[config.mk]
export PLATFORM = sky130hd
export DESIGN_NAME = lfs_sequencer
export DESIGN_NICKNAME = d
export VERILOG_FILES = /design/src/logic/lfs_pkg.sv /design/src/logic/lfs_sequencer.sv
export SDC_FILE = /design/constraint.sdc
export NUM_CORES = 1
export LEC_CHECK = 0
export BUFFER_PORTS_ARGS = -buffer_cell sky130_fd_sc_hd__buf_2
export CORE_ASPECT_RATIO = 1.75
export CORE_MARGIN = 4
export CORE_UTILIZATION = 25
export CTS_CLUSTER_DIAMETER = 50
export CTS_CLUSTER_SIZE = 12
export DETAILED_ROUTE_END_ITERATION = 8
export GPL_TIMING_DRIVEN = 0
export PLACE_DENSITY = 0.52
export SLEW_MARGIN = 15
export SYNTH_ARGS = -nofsm -noshare
export SYNTH_HDL_FRONTEND = slang
export SYNTH_SLANG_ARGS = --single-unit
[constraint.sdc]
create_clock -name aclk -period 5 [get_ports aclk]
set_clock_uncertainty 0.15 [all_clocks]
set_input_delay 1.25 -clock aclk [delete_from_list [all_inputs] [get_ports aclk]]
set_output_delay 1.25 -clock aclk [all_outputs]
set_load 0.02 [all_outputs]
[src/logic/lfs_pkg.sv]
package lfs_pkg;
  // clock rate and documented times, each in its own unit
  localparam int CLK_HZ = 100_000_000;
  localparam int PULSE_MIN_NS = 2_000;
  localparam int PULSE_MAX_NS = 20_000;
  localparam int STBY_LOW_NS = 50_000;
  localparam int SOFT_MS = 65;
  localparam int BOOST_MS = 50;
  localparam int RECOV_MS = 100;
  localparam int FBOV_MS = 560;
  // derived cycle counts: least times round up, longest times round down
  localparam int PULSE_MIN_CYC = (PULSE_MIN_NS * (CLK_HZ / 1_000_000) + 999) / 1000;
  localparam int PULSE_MAX_CYC = PULSE_MAX_NS * (CLK_HZ / 1_000_000) / 1000;
  localparam int STBY_LOW_CYC = (STBY_LOW_NS * (CLK_HZ / 1_000_000) + 999) / 1000;
  localparam int SOFT_CYC = SOFT_MS * (CLK_HZ / 1000);
  localparam int BOOST_CYC = BOOST_MS * (CLK_HZ / 1000);
  localparam int RECOV_CYC = RECOV_MS * (CLK_HZ / 1000);
  localparam int FBOV_CYC = FBOV_MS * (CLK_HZ / 1000);
  localparam int NUM_STRINGS = 4;

  // register byte offsets
  localparam logic [3:0] REG_CTRL = 4'h0;
  localparam logic [3:0] REG_STATUS = 4'h4;
  localparam logic [3:0] REG_STRINGS = 4'h8;
  // field positions
  localparam int CTRL_CLR_BIT = 0;
  localparam int CTRL_NORAISE_BIT = 1;
  localparam int STAT_STATE_LSB = 0;
  localparam int STAT_FAULT_BIT = 3;
  localparam int STAT_CAUSE_LSB = 4;
  localparam int STR_OPEN_LSB = 0;
  localparam int STR_SHORT_LSB = 8;
  localparam int STR_GND_LSB = 16;
  // reset values and bus answers
  localparam logic [1:0] CTRL_RESET = 2'h0;
  localparam logic [1:0] RESP_OKAY = 2'h0;
  localparam logic [1:0] RESP_SLVERR = 2'h2;

  typedef enum logic [2:0] {
    LFS_OFF = 3'b000,
    LFS_STANDBY = 3'b001,
    LFS_SOFT = 3'b010,
    LFS_BOOST = 3'b011,
    LFS_NORMAL = 3'b100,
    LFS_RECOVERY = 3'b101
  } lfs_state_t;

  // supply and converter comparator results
  typedef struct packed {
    logic supply_ok;
    logic input_overvoltage_fault;
    logic input_undervoltage_fault;
    logic feedback_over;
    logic switch_node_overvoltage_fault;
    logic die_overtemperature_fault;
    logic adaptive_at_max;
  } lfs_flags_t;

  // per-string sink comparator results
  typedef struct packed {
    logic [NUM_STRINGS-1:0] below_low;
    logic [NUM_STRINGS-1:0] below_mid;
    logic [NUM_STRINGS-1:0] above_high;
    logic [NUM_STRINGS-1:0] grounded;
  } lfs_sink_cmp_t;

  // recovery cause field
  typedef struct packed {
    logic in_ov;
    logic in_uv;
    logic out_ov;
    logic sw_ov;
    logic temp;
  } lfs_cause_t;
endpackage

[src/logic/lfs_sequencer.sv]
// Added by the designer: register access over AXI4-Lite and the register addresses.
`timescale 1ns/10ps
// Notes on behaviour
// - short string: one sink above high while another sits in the low-mid window
// - a shorted string leaves boost regulation and its sink is switched off
// - open string: boost at max and a sink still below low; drop and disable it
// - open and short detection only run in normal state
// - string faults keep normal running, pull fault output low, no recovery
// - enable low 2-20 us in normal clears string faults, releases fault, blanks LEDs
// - enable low over 50 us returns to standby; restart when enable rises
// - overtemperature stops power-line switch, boost and sinks (regulator stays on), fault low, restart only once flag clears
// - every non-string fault enters recovery with converter and sinks off, fault low
// - recovery disables sinks, boost and power-line switch together
// - after 100 ms in recovery restart from soft start if enable is high
// - reaching normal with no fault releases the fault output
// - output overvoltage counts only after 560 ms of feedback overvoltage
// - standby is entered once the supply is above its release threshold
// - enable high in standby wakes the regulator and enters soft start
// - soft start turns on the power-line switch, 65 ms later boost start
// - soft and boost start watch only input ov/uv, switch-node ov and temperature
// - boost start enables the converter with a reduced current limit
// - after 50 ms boost start tests grounded sinks once, drops them, enters normal
// - in normal the sinks follow the brightness pwm input
// - normal state watches every fault type
// - in normal raise the boost target when a used sink is below low
module lfs_sequencer
  import lfs_pkg::*;
#(
  parameter int N = NUM_STRINGS,
  parameter int STBY_CYCLES = STBY_LOW_CYC,
  parameter int SOFT_CYCLES = SOFT_CYC,
  parameter int BOOST_CYCLES = BOOST_CYC,
  parameter int RECOV_CYCLES = RECOV_CYC,
  parameter int FBOV_CYCLES = FBOV_CYC
) (
  input wire logic aclk,
  input wire logic aresetn,
  input wire logic enable_input,
  input wire logic pwm_in,
  input wire lfs_flags_t flags_in,
  input wire lfs_sink_cmp_t sink_cmp_in,
  output logic fault_n_out,
  output logic fault_n_oe,
  output logic regulator_en,
  output logic power_switch_en,
  output logic boost_en,
  output logic boost_reduced_limit,
  output logic boost_raise,
  output logic [N-1:0] sink_output,
  output logic [N-1:0] regulation_mask,
  input wire logic [3:0] s_axi_awaddr,
  input wire logic s_axi_awvalid,
  output logic s_axi_awready,
  input wire logic [31:0] s_axi_wdata,
  input wire logic [3:0] s_axi_wstrb,
  input wire logic s_axi_wvalid,
  output logic s_axi_wready,
  output logic [1:0] s_axi_bresp,
  output logic s_axi_bvalid,
  input wire logic s_axi_bready,
  input wire logic [3:0] s_axi_araddr,
  input wire logic s_axi_arvalid,
  output logic s_axi_arready,
  output logic [31:0] s_axi_rdata,
  output logic [1:0] s_axi_rresp,
  output logic s_axi_rvalid,
  input wire logic s_axi_rready
);

  localparam int SYNC_W = $bits(lfs_flags_t) + $bits(lfs_sink_cmp_t) + 2;

  logic [SYNC_W-1:0] sync_meta;
  logic [SYNC_W-1:0] sync_out;
  lfs_flags_t fl;
  lfs_sink_cmp_t sc;
  logic en_s;
  logic pwm_s;
  lfs_state_t state;
  lfs_state_t next_state;
  logic [31:0] st_cnt;
  logic [31:0] low_cnt;
  logic [31:0] fbov_cnt;
  logic en_prev;
  logic fault_low;
  logic [N-1:0] used;
  logic [N-1:0] open_flt;
  logic [N-1:0] short_flt;
  logic [N-1:0] window;
  logic [N-1:0] short_set;
  logic [N-1:0] open_set;
  logic [N-1:0] active;
  logic clr_pulse;
  logic en_long_low;
  logic supply_flt;
  logic out_ov;
  lfs_cause_t cause;
  logic [1:0] ctrl;
  logic sw_clear;
  logic aw_full;
  logic w_full;
  logic [3:0] aw_addr;
  logic [31:0] w_data;
  logic [3:0] w_strb;

  // two-stage synchroniser; the first stage feeds only the second
  always_ff @(posedge aclk) begin
    if (!aresetn) begin
      sync_meta <= '0;
      sync_out <= '0;
    end else begin
      sync_meta <= {flags_in, sink_cmp_in, enable_input, pwm_in};
      sync_out <= sync_meta;
    end
  end

  assign {fl, sc, en_s, pwm_s} = sync_out;

  // string comparator decode; grounded or faulted strings take no part
  assign active = used & ~open_flt & ~short_flt;
  assign window = active & ~sc.below_low & sc.below_mid;
  generate
    for (genvar i = 0; i < N; i++) begin : g_str
      assign short_set[i] = active[i] && sc.above_high[i] &&
        ((window & ~(N'(1) << i)) != '0);
      assign open_set[i] = active[i] && fl.adaptive_at_max && sc.below_low[i];
    end
  endgenerate

  // enable pulse classification: clear pulse on the rising edge, long low while enable is still low
  assign clr_pulse = en_s && !en_prev && state == LFS_NORMAL &&
    low_cnt >= 32'(PULSE_MIN_CYC) && low_cnt <= 32'(PULSE_MAX_CYC);
  assign en_long_low = !en_s && low_cnt >= 32'(STBY_CYCLES);

  // supply faults are live in soft start, boost start and normal
  assign supply_flt = fl.input_overvoltage_fault || fl.input_undervoltage_fault ||
    fl.switch_node_overvoltage_fault || fl.die_overtemperature_fault;
  assign out_ov = state == LFS_NORMAL && fbov_cnt >= 32'(FBOV_CYCLES);

  // next state
  always_comb begin
    next_state = state;
    case (state)
      LFS_OFF: begin
        if (fl.supply_ok) begin
          next_state = LFS_STANDBY;
        end
      end
      LFS_STANDBY: begin
        if (en_s) begin
          next_state = LFS_SOFT;
        end
      end
      LFS_SOFT: begin
        if (supply_flt) begin
          next_state = LFS_RECOVERY;
        end else if (en_long_low) begin
          next_state = LFS_STANDBY;
        end else if (st_cnt >= 32'(SOFT_CYCLES - 1)) begin
          next_state = LFS_BOOST;
        end
      end
      LFS_BOOST: begin
        if (supply_flt) begin
          next_state = LFS_RECOVERY;
        end else if (en_long_low) begin
          next_state = LFS_STANDBY;
        end else if (st_cnt >= 32'(BOOST_CYCLES - 1)) begin
          next_state = LFS_NORMAL;
        end
      end
      LFS_NORMAL: begin
        if (supply_flt || out_ov) begin
          next_state = LFS_RECOVERY;
        end else if (en_long_low) begin
          next_state = LFS_STANDBY;
        end
      end
      LFS_RECOVERY: begin
        if (en_long_low) begin
          next_state = LFS_STANDBY;
        end else if (st_cnt >= 32'(RECOV_CYCLES - 1) && en_s &&
                     !fl.die_overtemperature_fault) begin
          next_state = LFS_SOFT;
        end
      end
      default: next_state = LFS_OFF;
    endcase
  end

  // state register and dwell timer
  always_ff @(posedge aclk) begin
    if (!aresetn) begin
      state <= LFS_OFF;
      st_cnt <= '0;
    end else begin
      state <= next_state;
      st_cnt <= (next_state != state) ? 32'h0000_0000 : st_cnt + 32'h0000_0001;
    end
  end

  // enable low-time counter, saturating so a long low stays long
  always_ff @(posedge aclk) begin
    if (!aresetn) begin
      low_cnt <= '0;
      en_prev <= 1'b0;
    end else begin
      en_prev <= en_s;
      if (en_s) begin
        low_cnt <= '0;
      end else if (low_cnt != 32'hFFFF_FFFF) begin
        low_cnt <= low_cnt + 32'h0000_0001;
      end
    end
  end

  // feedback overvoltage persistence, normal state only
  always_ff @(posedge aclk) begin
    if (!aresetn) begin
      fbov_cnt <= '0;
    end else if (state == LFS_NORMAL && fl.feedback_over) begin
      if (fbov_cnt < 32'(FBOV_CYCLES)) begin
        fbov_cnt <= fbov_cnt + 32'h0000_0001;
      end
    end else begin
      fbov_cnt <= '0;
    end
  end

  // grounded sink test, done once as boost start ends
  always_ff @(posedge aclk) begin
    if (!aresetn) begin
      used <= '1;
    end else if (state == LFS_STANDBY) begin
      used <= '1;
    end else if (state == LFS_BOOST && next_state == LFS_NORMAL) begin
      used <= ~sc.grounded;
    end
  end

  // string faults: a new detection wins over a clear in the same cycle
  always_ff @(posedge aclk) begin
    if (!aresetn) begin
      open_flt <= '0;
      short_flt <= '0;
    end else if (state == LFS_STANDBY) begin
      open_flt <= '0;
      short_flt <= '0;
    end else if (state == LFS_NORMAL) begin
      if (clr_pulse || sw_clear) begin
        open_flt <= open_set;
        short_flt <= short_set;
      end else begin
        open_flt <= open_flt | open_set;
        short_flt <= short_flt | short_set;
      end
    end
  end

  // fault output level and latched recovery cause
  always_ff @(posedge aclk) begin
    if (!aresetn) begin
      fault_low <= 1'b0;
      cause <= '0;
    end else if (next_state == LFS_RECOVERY && state != LFS_RECOVERY) begin
      fault_low <= 1'b1;
      cause <= '{fl.input_overvoltage_fault, fl.input_undervoltage_fault, out_ov,
                 fl.switch_node_overvoltage_fault, fl.die_overtemperature_fault};
    end else if (state == LFS_NORMAL && ((open_set | short_set) != '0)) begin
      fault_low <= 1'b1;
    end else if (state == LFS_BOOST && next_state == LFS_NORMAL &&
                 ((open_flt | short_flt) == '0)) begin
      fault_low <= 1'b0;
    end else if (clr_pulse || (sw_clear && state == LFS_NORMAL)) begin
      fault_low <= 1'b0;
    end
  end

  // power stage and sink controls, all registered
  always_ff @(posedge aclk) begin
    if (!aresetn) begin
      fault_n_out <= 1'b0;
      fault_n_oe <= 1'b0;
      regulator_en <= 1'b0;
      power_switch_en <= 1'b0;
      boost_en <= 1'b0;
      boost_reduced_limit <= 1'b0;
      boost_raise <= 1'b0;
      sink_output <= '0;
      regulation_mask <= '0;
    end else begin
      fault_n_out <= 1'b0;
      fault_n_oe <= fault_low;
      regulator_en <= state inside {LFS_SOFT, LFS_BOOST, LFS_NORMAL, LFS_RECOVERY};
      power_switch_en <= state inside {LFS_SOFT, LFS_BOOST, LFS_NORMAL};
      boost_en <= state inside {LFS_BOOST, LFS_NORMAL};
      boost_reduced_limit <= state == LFS_BOOST;
      boost_raise <= state == LFS_NORMAL && !ctrl[CTRL_NORAISE_BIT] &&
        ((active & sc.below_low) != '0);
      sink_output <= (state == LFS_NORMAL && pwm_s && en_s) ? active : '0;
      regulation_mask <= active;
    end
  end

  // axi write: address and data taken independently, answered together
  always_ff @(posedge aclk) begin
    if (!aresetn) begin
      s_axi_awready <= 1'b1;
      s_axi_wready <= 1'b1;
      s_axi_bvalid <= 1'b0;
      s_axi_bresp <= RESP_OKAY;
      aw_full <= 1'b0;
      w_full <= 1'b0;
      aw_addr <= '0;
      w_data <= '0;
      w_strb <= '0;
      ctrl <= CTRL_RESET;
      sw_clear <= 1'b0;
    end else begin
      sw_clear <= 1'b0;
      if (s_axi_awvalid && s_axi_awready) begin
        aw_addr <= s_axi_awaddr;
        aw_full <= 1'b1;
        s_axi_awready <= 1'b0;
      end
      if (s_axi_wvalid && s_axi_wready) begin
        w_data <= s_axi_wdata;
        w_strb <= s_axi_wstrb;
        w_full <= 1'b1;
        s_axi_wready <= 1'b0;
      end
      if (aw_full && w_full && !s_axi_bvalid) begin
        aw_full <= 1'b0;
        w_full <= 1'b0;
        s_axi_bvalid <= 1'b1;
        if (aw_addr == REG_CTRL) begin
          s_axi_bresp <= RESP_OKAY;
          if (w_strb[0]) begin
            ctrl[CTRL_NORAISE_BIT] <= w_data[CTRL_NORAISE_BIT];
            sw_clear <= w_data[CTRL_CLR_BIT];
          end
        end else if (aw_addr == REG_STATUS || aw_addr == REG_STRINGS) begin
          s_axi_bresp <= RESP_OKAY; // read-only, write ignored
        end else begin
          s_axi_bresp <= RESP_SLVERR;
        end
      end
      if (s_axi_bvalid && s_axi_bready) begin
        s_axi_bvalid <= 1'b0;
        s_axi_awready <= 1'b1;
        s_axi_wready <= 1'b1;
      end
    end
  end

  // axi read: one access in flight, data one cycle after the address
  always_ff @(posedge aclk) begin
    if (!aresetn) begin
      s_axi_arready <= 1'b1;
      s_axi_rvalid <= 1'b0;
      s_axi_rdata <= '0;
      s_axi_rresp <= RESP_OKAY;
    end else if (s_axi_arvalid && s_axi_arready) begin
      s_axi_arready <= 1'b0;
      s_axi_rvalid <= 1'b1;
      s_axi_rresp <= RESP_OKAY;
      s_axi_rdata <= '0;
      case (s_axi_araddr)
        REG_CTRL: s_axi_rdata[CTRL_NORAISE_BIT] <= ctrl[CTRL_NORAISE_BIT];
        REG_STATUS: begin
          s_axi_rdata[STAT_STATE_LSB +: 3] <= state;
          s_axi_rdata[STAT_FAULT_BIT] <= fault_low;
          s_axi_rdata[STAT_CAUSE_LSB +: 5] <= cause;
        end
        REG_STRINGS: begin
          s_axi_rdata[STR_OPEN_LSB +: N] <= open_flt;
          s_axi_rdata[STR_SHORT_LSB +: N] <= short_flt;
          s_axi_rdata[STR_GND_LSB +: N] <= ~used;
        end
        default: s_axi_rresp <= RESP_SLVERR;
      endcase
    end else if (s_axi_rvalid && s_axi_rready) begin
      s_axi_rvalid <= 1'b0;
      s_axi_arready <= 1'b1;
    end
  end

endmodule // lfs_sequencer
==> metrics.csv <==
metric,value,unit
status,"complete, no violations",
async_reset_ff_share,0,%
p_sw_share,22.85,%
drv_slew,0,
num-nets-final,1206,
cts_post_setup_buffers_inserted,0,
die_area,39560,sq um
yosysSeqAreaShare,47.62,%
layout_setup_ws,1.829,ns
grt_first_pass_wirelength,36090,um
worst_pin_slew,0.8725,ns
critPathMaxStageDelay,0.51,ns
ir_drop,0.0001787,V
power_frac_seq,51.9,%
rows,92,
pin_count,132,
power_frac_comb,5.9,%
synth.most_common_cell,dfxtp_1,
synth-edff-count,0,
regToRegSetupSlack,1.83,ns
rsz0062_at_grt,no,
path_depth,10,
cts_tree,built,
start_util,25.29,%
grt_usage,11.14,%
crit_slowest_cell,nor4_2,
hold_depth,1,
grt_pass1_vias,7065,
yosys-top-cells-area,"dfxtp_1, and2_1, nor2_1",
slew_headroom,41.44,%
yosysWarningCount,0,
cts_root_buf,clkbuf_16,
globalplace.congestion,0.8250,
drt_pass1_iterations,5,
ys_top_cells_by_count,"dfxtp_1, nor2_1, and2_1, nand2_1, xor2_1",
rr_worst_depth,10,
ctsHtreeMaxLevel,1,
hpwl,17460,um
cts_resized,0,
postRouteAntennaNets,0,
post-route-util,29.87,%
dr.first_iter.drc_count,290,
grt_overflow,0,
p_leak,4.065,nW
worst-path-buf-inv,2,
synth_top_flop_cell,dfxtp_1,
crit_type,reg -> reg,
cpMostUsedCell,buf_6,
fin_crit,3.171,ns
crit_family,simple AND/OR/NAND/NOR gates,
tns,0,ns
min_path_type,reg -> reg,
die_x,152.1,um
setup_viol,0,
intPower,2.659,mW
drt-vias-per-instance,4.417,
hp-start,sync_meta[14],
drcViolationCount,0,
p_per_area,321.3,nW/um^2
drive_gt1_share,14.13,%
drt_wl_total,22850,um
vias,7050,
critical_path.max_fanout,10,
finalCritPeriodShare,63.43,%
power_switching,0.7877,mW
clk_pin_slew,0.06,ns
cts_buffers,22,
antenna_found_initial,1,
whs,0.2809,ns
ys_ff_latch,216,
syn-cell-area,9081,sq um
coreArea,35910,sq um
cp.required,5.29,ns
critPathLaunchType,flop,
r2r-end,st_cnt[11],
postSynthCellCount,1002,
r2r-start,low_cnt[14],
cts_max_path_buffers,3,
hold_viol,0,
max_freq,315.3,MHz
critPathCaptureType,flop,
clock_sinks,216,
min_to,sync_out[14],
cp.arrival,3.46,ns
syn2layout_area_growth,18.13,%
path_cells,nor4_1 > nand4_1 > nor4_2 > o21ai_1 > a211oi_1 > o21bai_1 > or3_1 > buf_6 > buf_6 > nor2_1,
avgSynthCellArea,9.063,sq um
synth_top_area_share,47.62,%
synth_cell_types,69,
clock_power_share,42.2,%
grt_max_degree,13,
placement.io_buffers,79,
cap_violations,0,
die-height,260.1,um
dp_slack,1.728,ns
clk_latency,0.51,ns
synth_top_area_cell,dfxtp_1,
cts_hold_buf,0,
routedWlPerCell,14.32,um
-- worst register-to-register path: cells and delay by family (launching register included) --
family                 cells  cell delay [ns]
AOI/OAI and AO/OA          3             0.73
and+or+nand+nor            5             1.58
buffers and inverters      2             0.28
DFF                        1             0.37
-- stage by stage --
stage / total power, mW / instances / cell area [sq um]
2_1_floorplan: 1.962 / 1020 / 9149
3_3_place_gp: 2.032 / 1569 / 10130
3_5_place_dp: 2.035 / 1569 / 10130
4_1_cts: 3.518 / 1595 / 10730
5_1_grt: 3.596 / 1596 / 10730
6_report: 3.447 / 1596 / 10730
-- registers in the layout, summed over array words and instances, names as in the netlist, 2 cells and up --
signal,count
low_cnt,32
regulation_mask,4
sink_output,4
state,3
cause,5
st_cnt,32
fbov_cnt,32
sync_out,25
sync_meta,25
aw_addr,4
used,4
w_data,2
s_axi_rdata,16
short_flt,4
open_flt,4
-- worst max-delay path by stage --
stage,startpoint,end,slack [ns]
detailed placement,low_cnt[14],st_cnt[21],1.73
finish,low_cnt[14],st_cnt[11],1.83
floorplan,st_cnt[0],cause[2],2.49
global placement,low_cnt[14],st_cnt[27],1.76
CTS,low_cnt[14],st_cnt[21],1.71
global route,low_cnt[14],st_cnt[21],1.57
-- layer usage --
metal,vias up,GRT usage [%],part of all wire [%]
met5,-,0,0
met4,0,4.374,2.8
met3,42,1.715,3.2
met2,121,23.06,57
met1,3253,10.75,37
li1,3634,-,-
-- final cells by class --
class / instances / area (sq um)
multi-input cells: 729 / 4424
clock inverters: 2 / 13.76
clock buffers: 24 / 579.3
inverters: 16 / 60.06
flip-flops and latches: 216 / 4324
plain buffers: 59 / 340.3
fillers: 3847 / 25190
diodes: 1 / 2.502
repair buffers: 79 / 395.4
well taps: 470 / 588.1
-- power groups by stage --
stage | clock network [mW] | logic, mW | registers (mW)
floorplan | 0 | 0.134 | 1.83
global placement | 0 | 0.204 | 1.83
detailed placement | 0 | 0.207 | 1.83
CTS | 1.52 | 0.207 | 1.79
global route | 1.57 | 0.227 | 1.79
finish | 1.45 | 0.203 | 1.79
-- layout by cell type (no fill, tap or decap), types with 7 or more instances in the layout --
cell type,synthesis,final
ha_1,7,7
xnor2_1,29,29
clkbuf_1,29,30
nor3b_1,8,8
nor3_1,13,13
nor2_1,127,127
nor4_1,16,16
a22oi_1,14,14
conb_1,1,19
dfxtp_1,216,216
nand4_1,22,22
nor2_2,10,10
nand3_1,45,45
nand2_1,80,80
clkbuf_16,0,23
inv_1,15,15
and4_1,11,11
xor2_1,54,54
mux2i_1,7,7
and3_1,15,15
a21oi_1,21,21
a21boi_0,11,11
o21ai_0,25,25
nor2b_1,17,17
buf_2,5,84
buf_4,21,21
and2_1,84,84
-- kinds of logic after synthesis --
logic type	count (synthesis)	synth area share (%)
compound gates	126	9.479
xor+xnor	83	8.005
fa+ha+maj	7	0.9644
buf+inv	75	4.409
flops	216	47.62
mux	7	0.7716
other cells	1	0.04129
simple gates	487	28.71
Power figures use the tool's default switching activity.
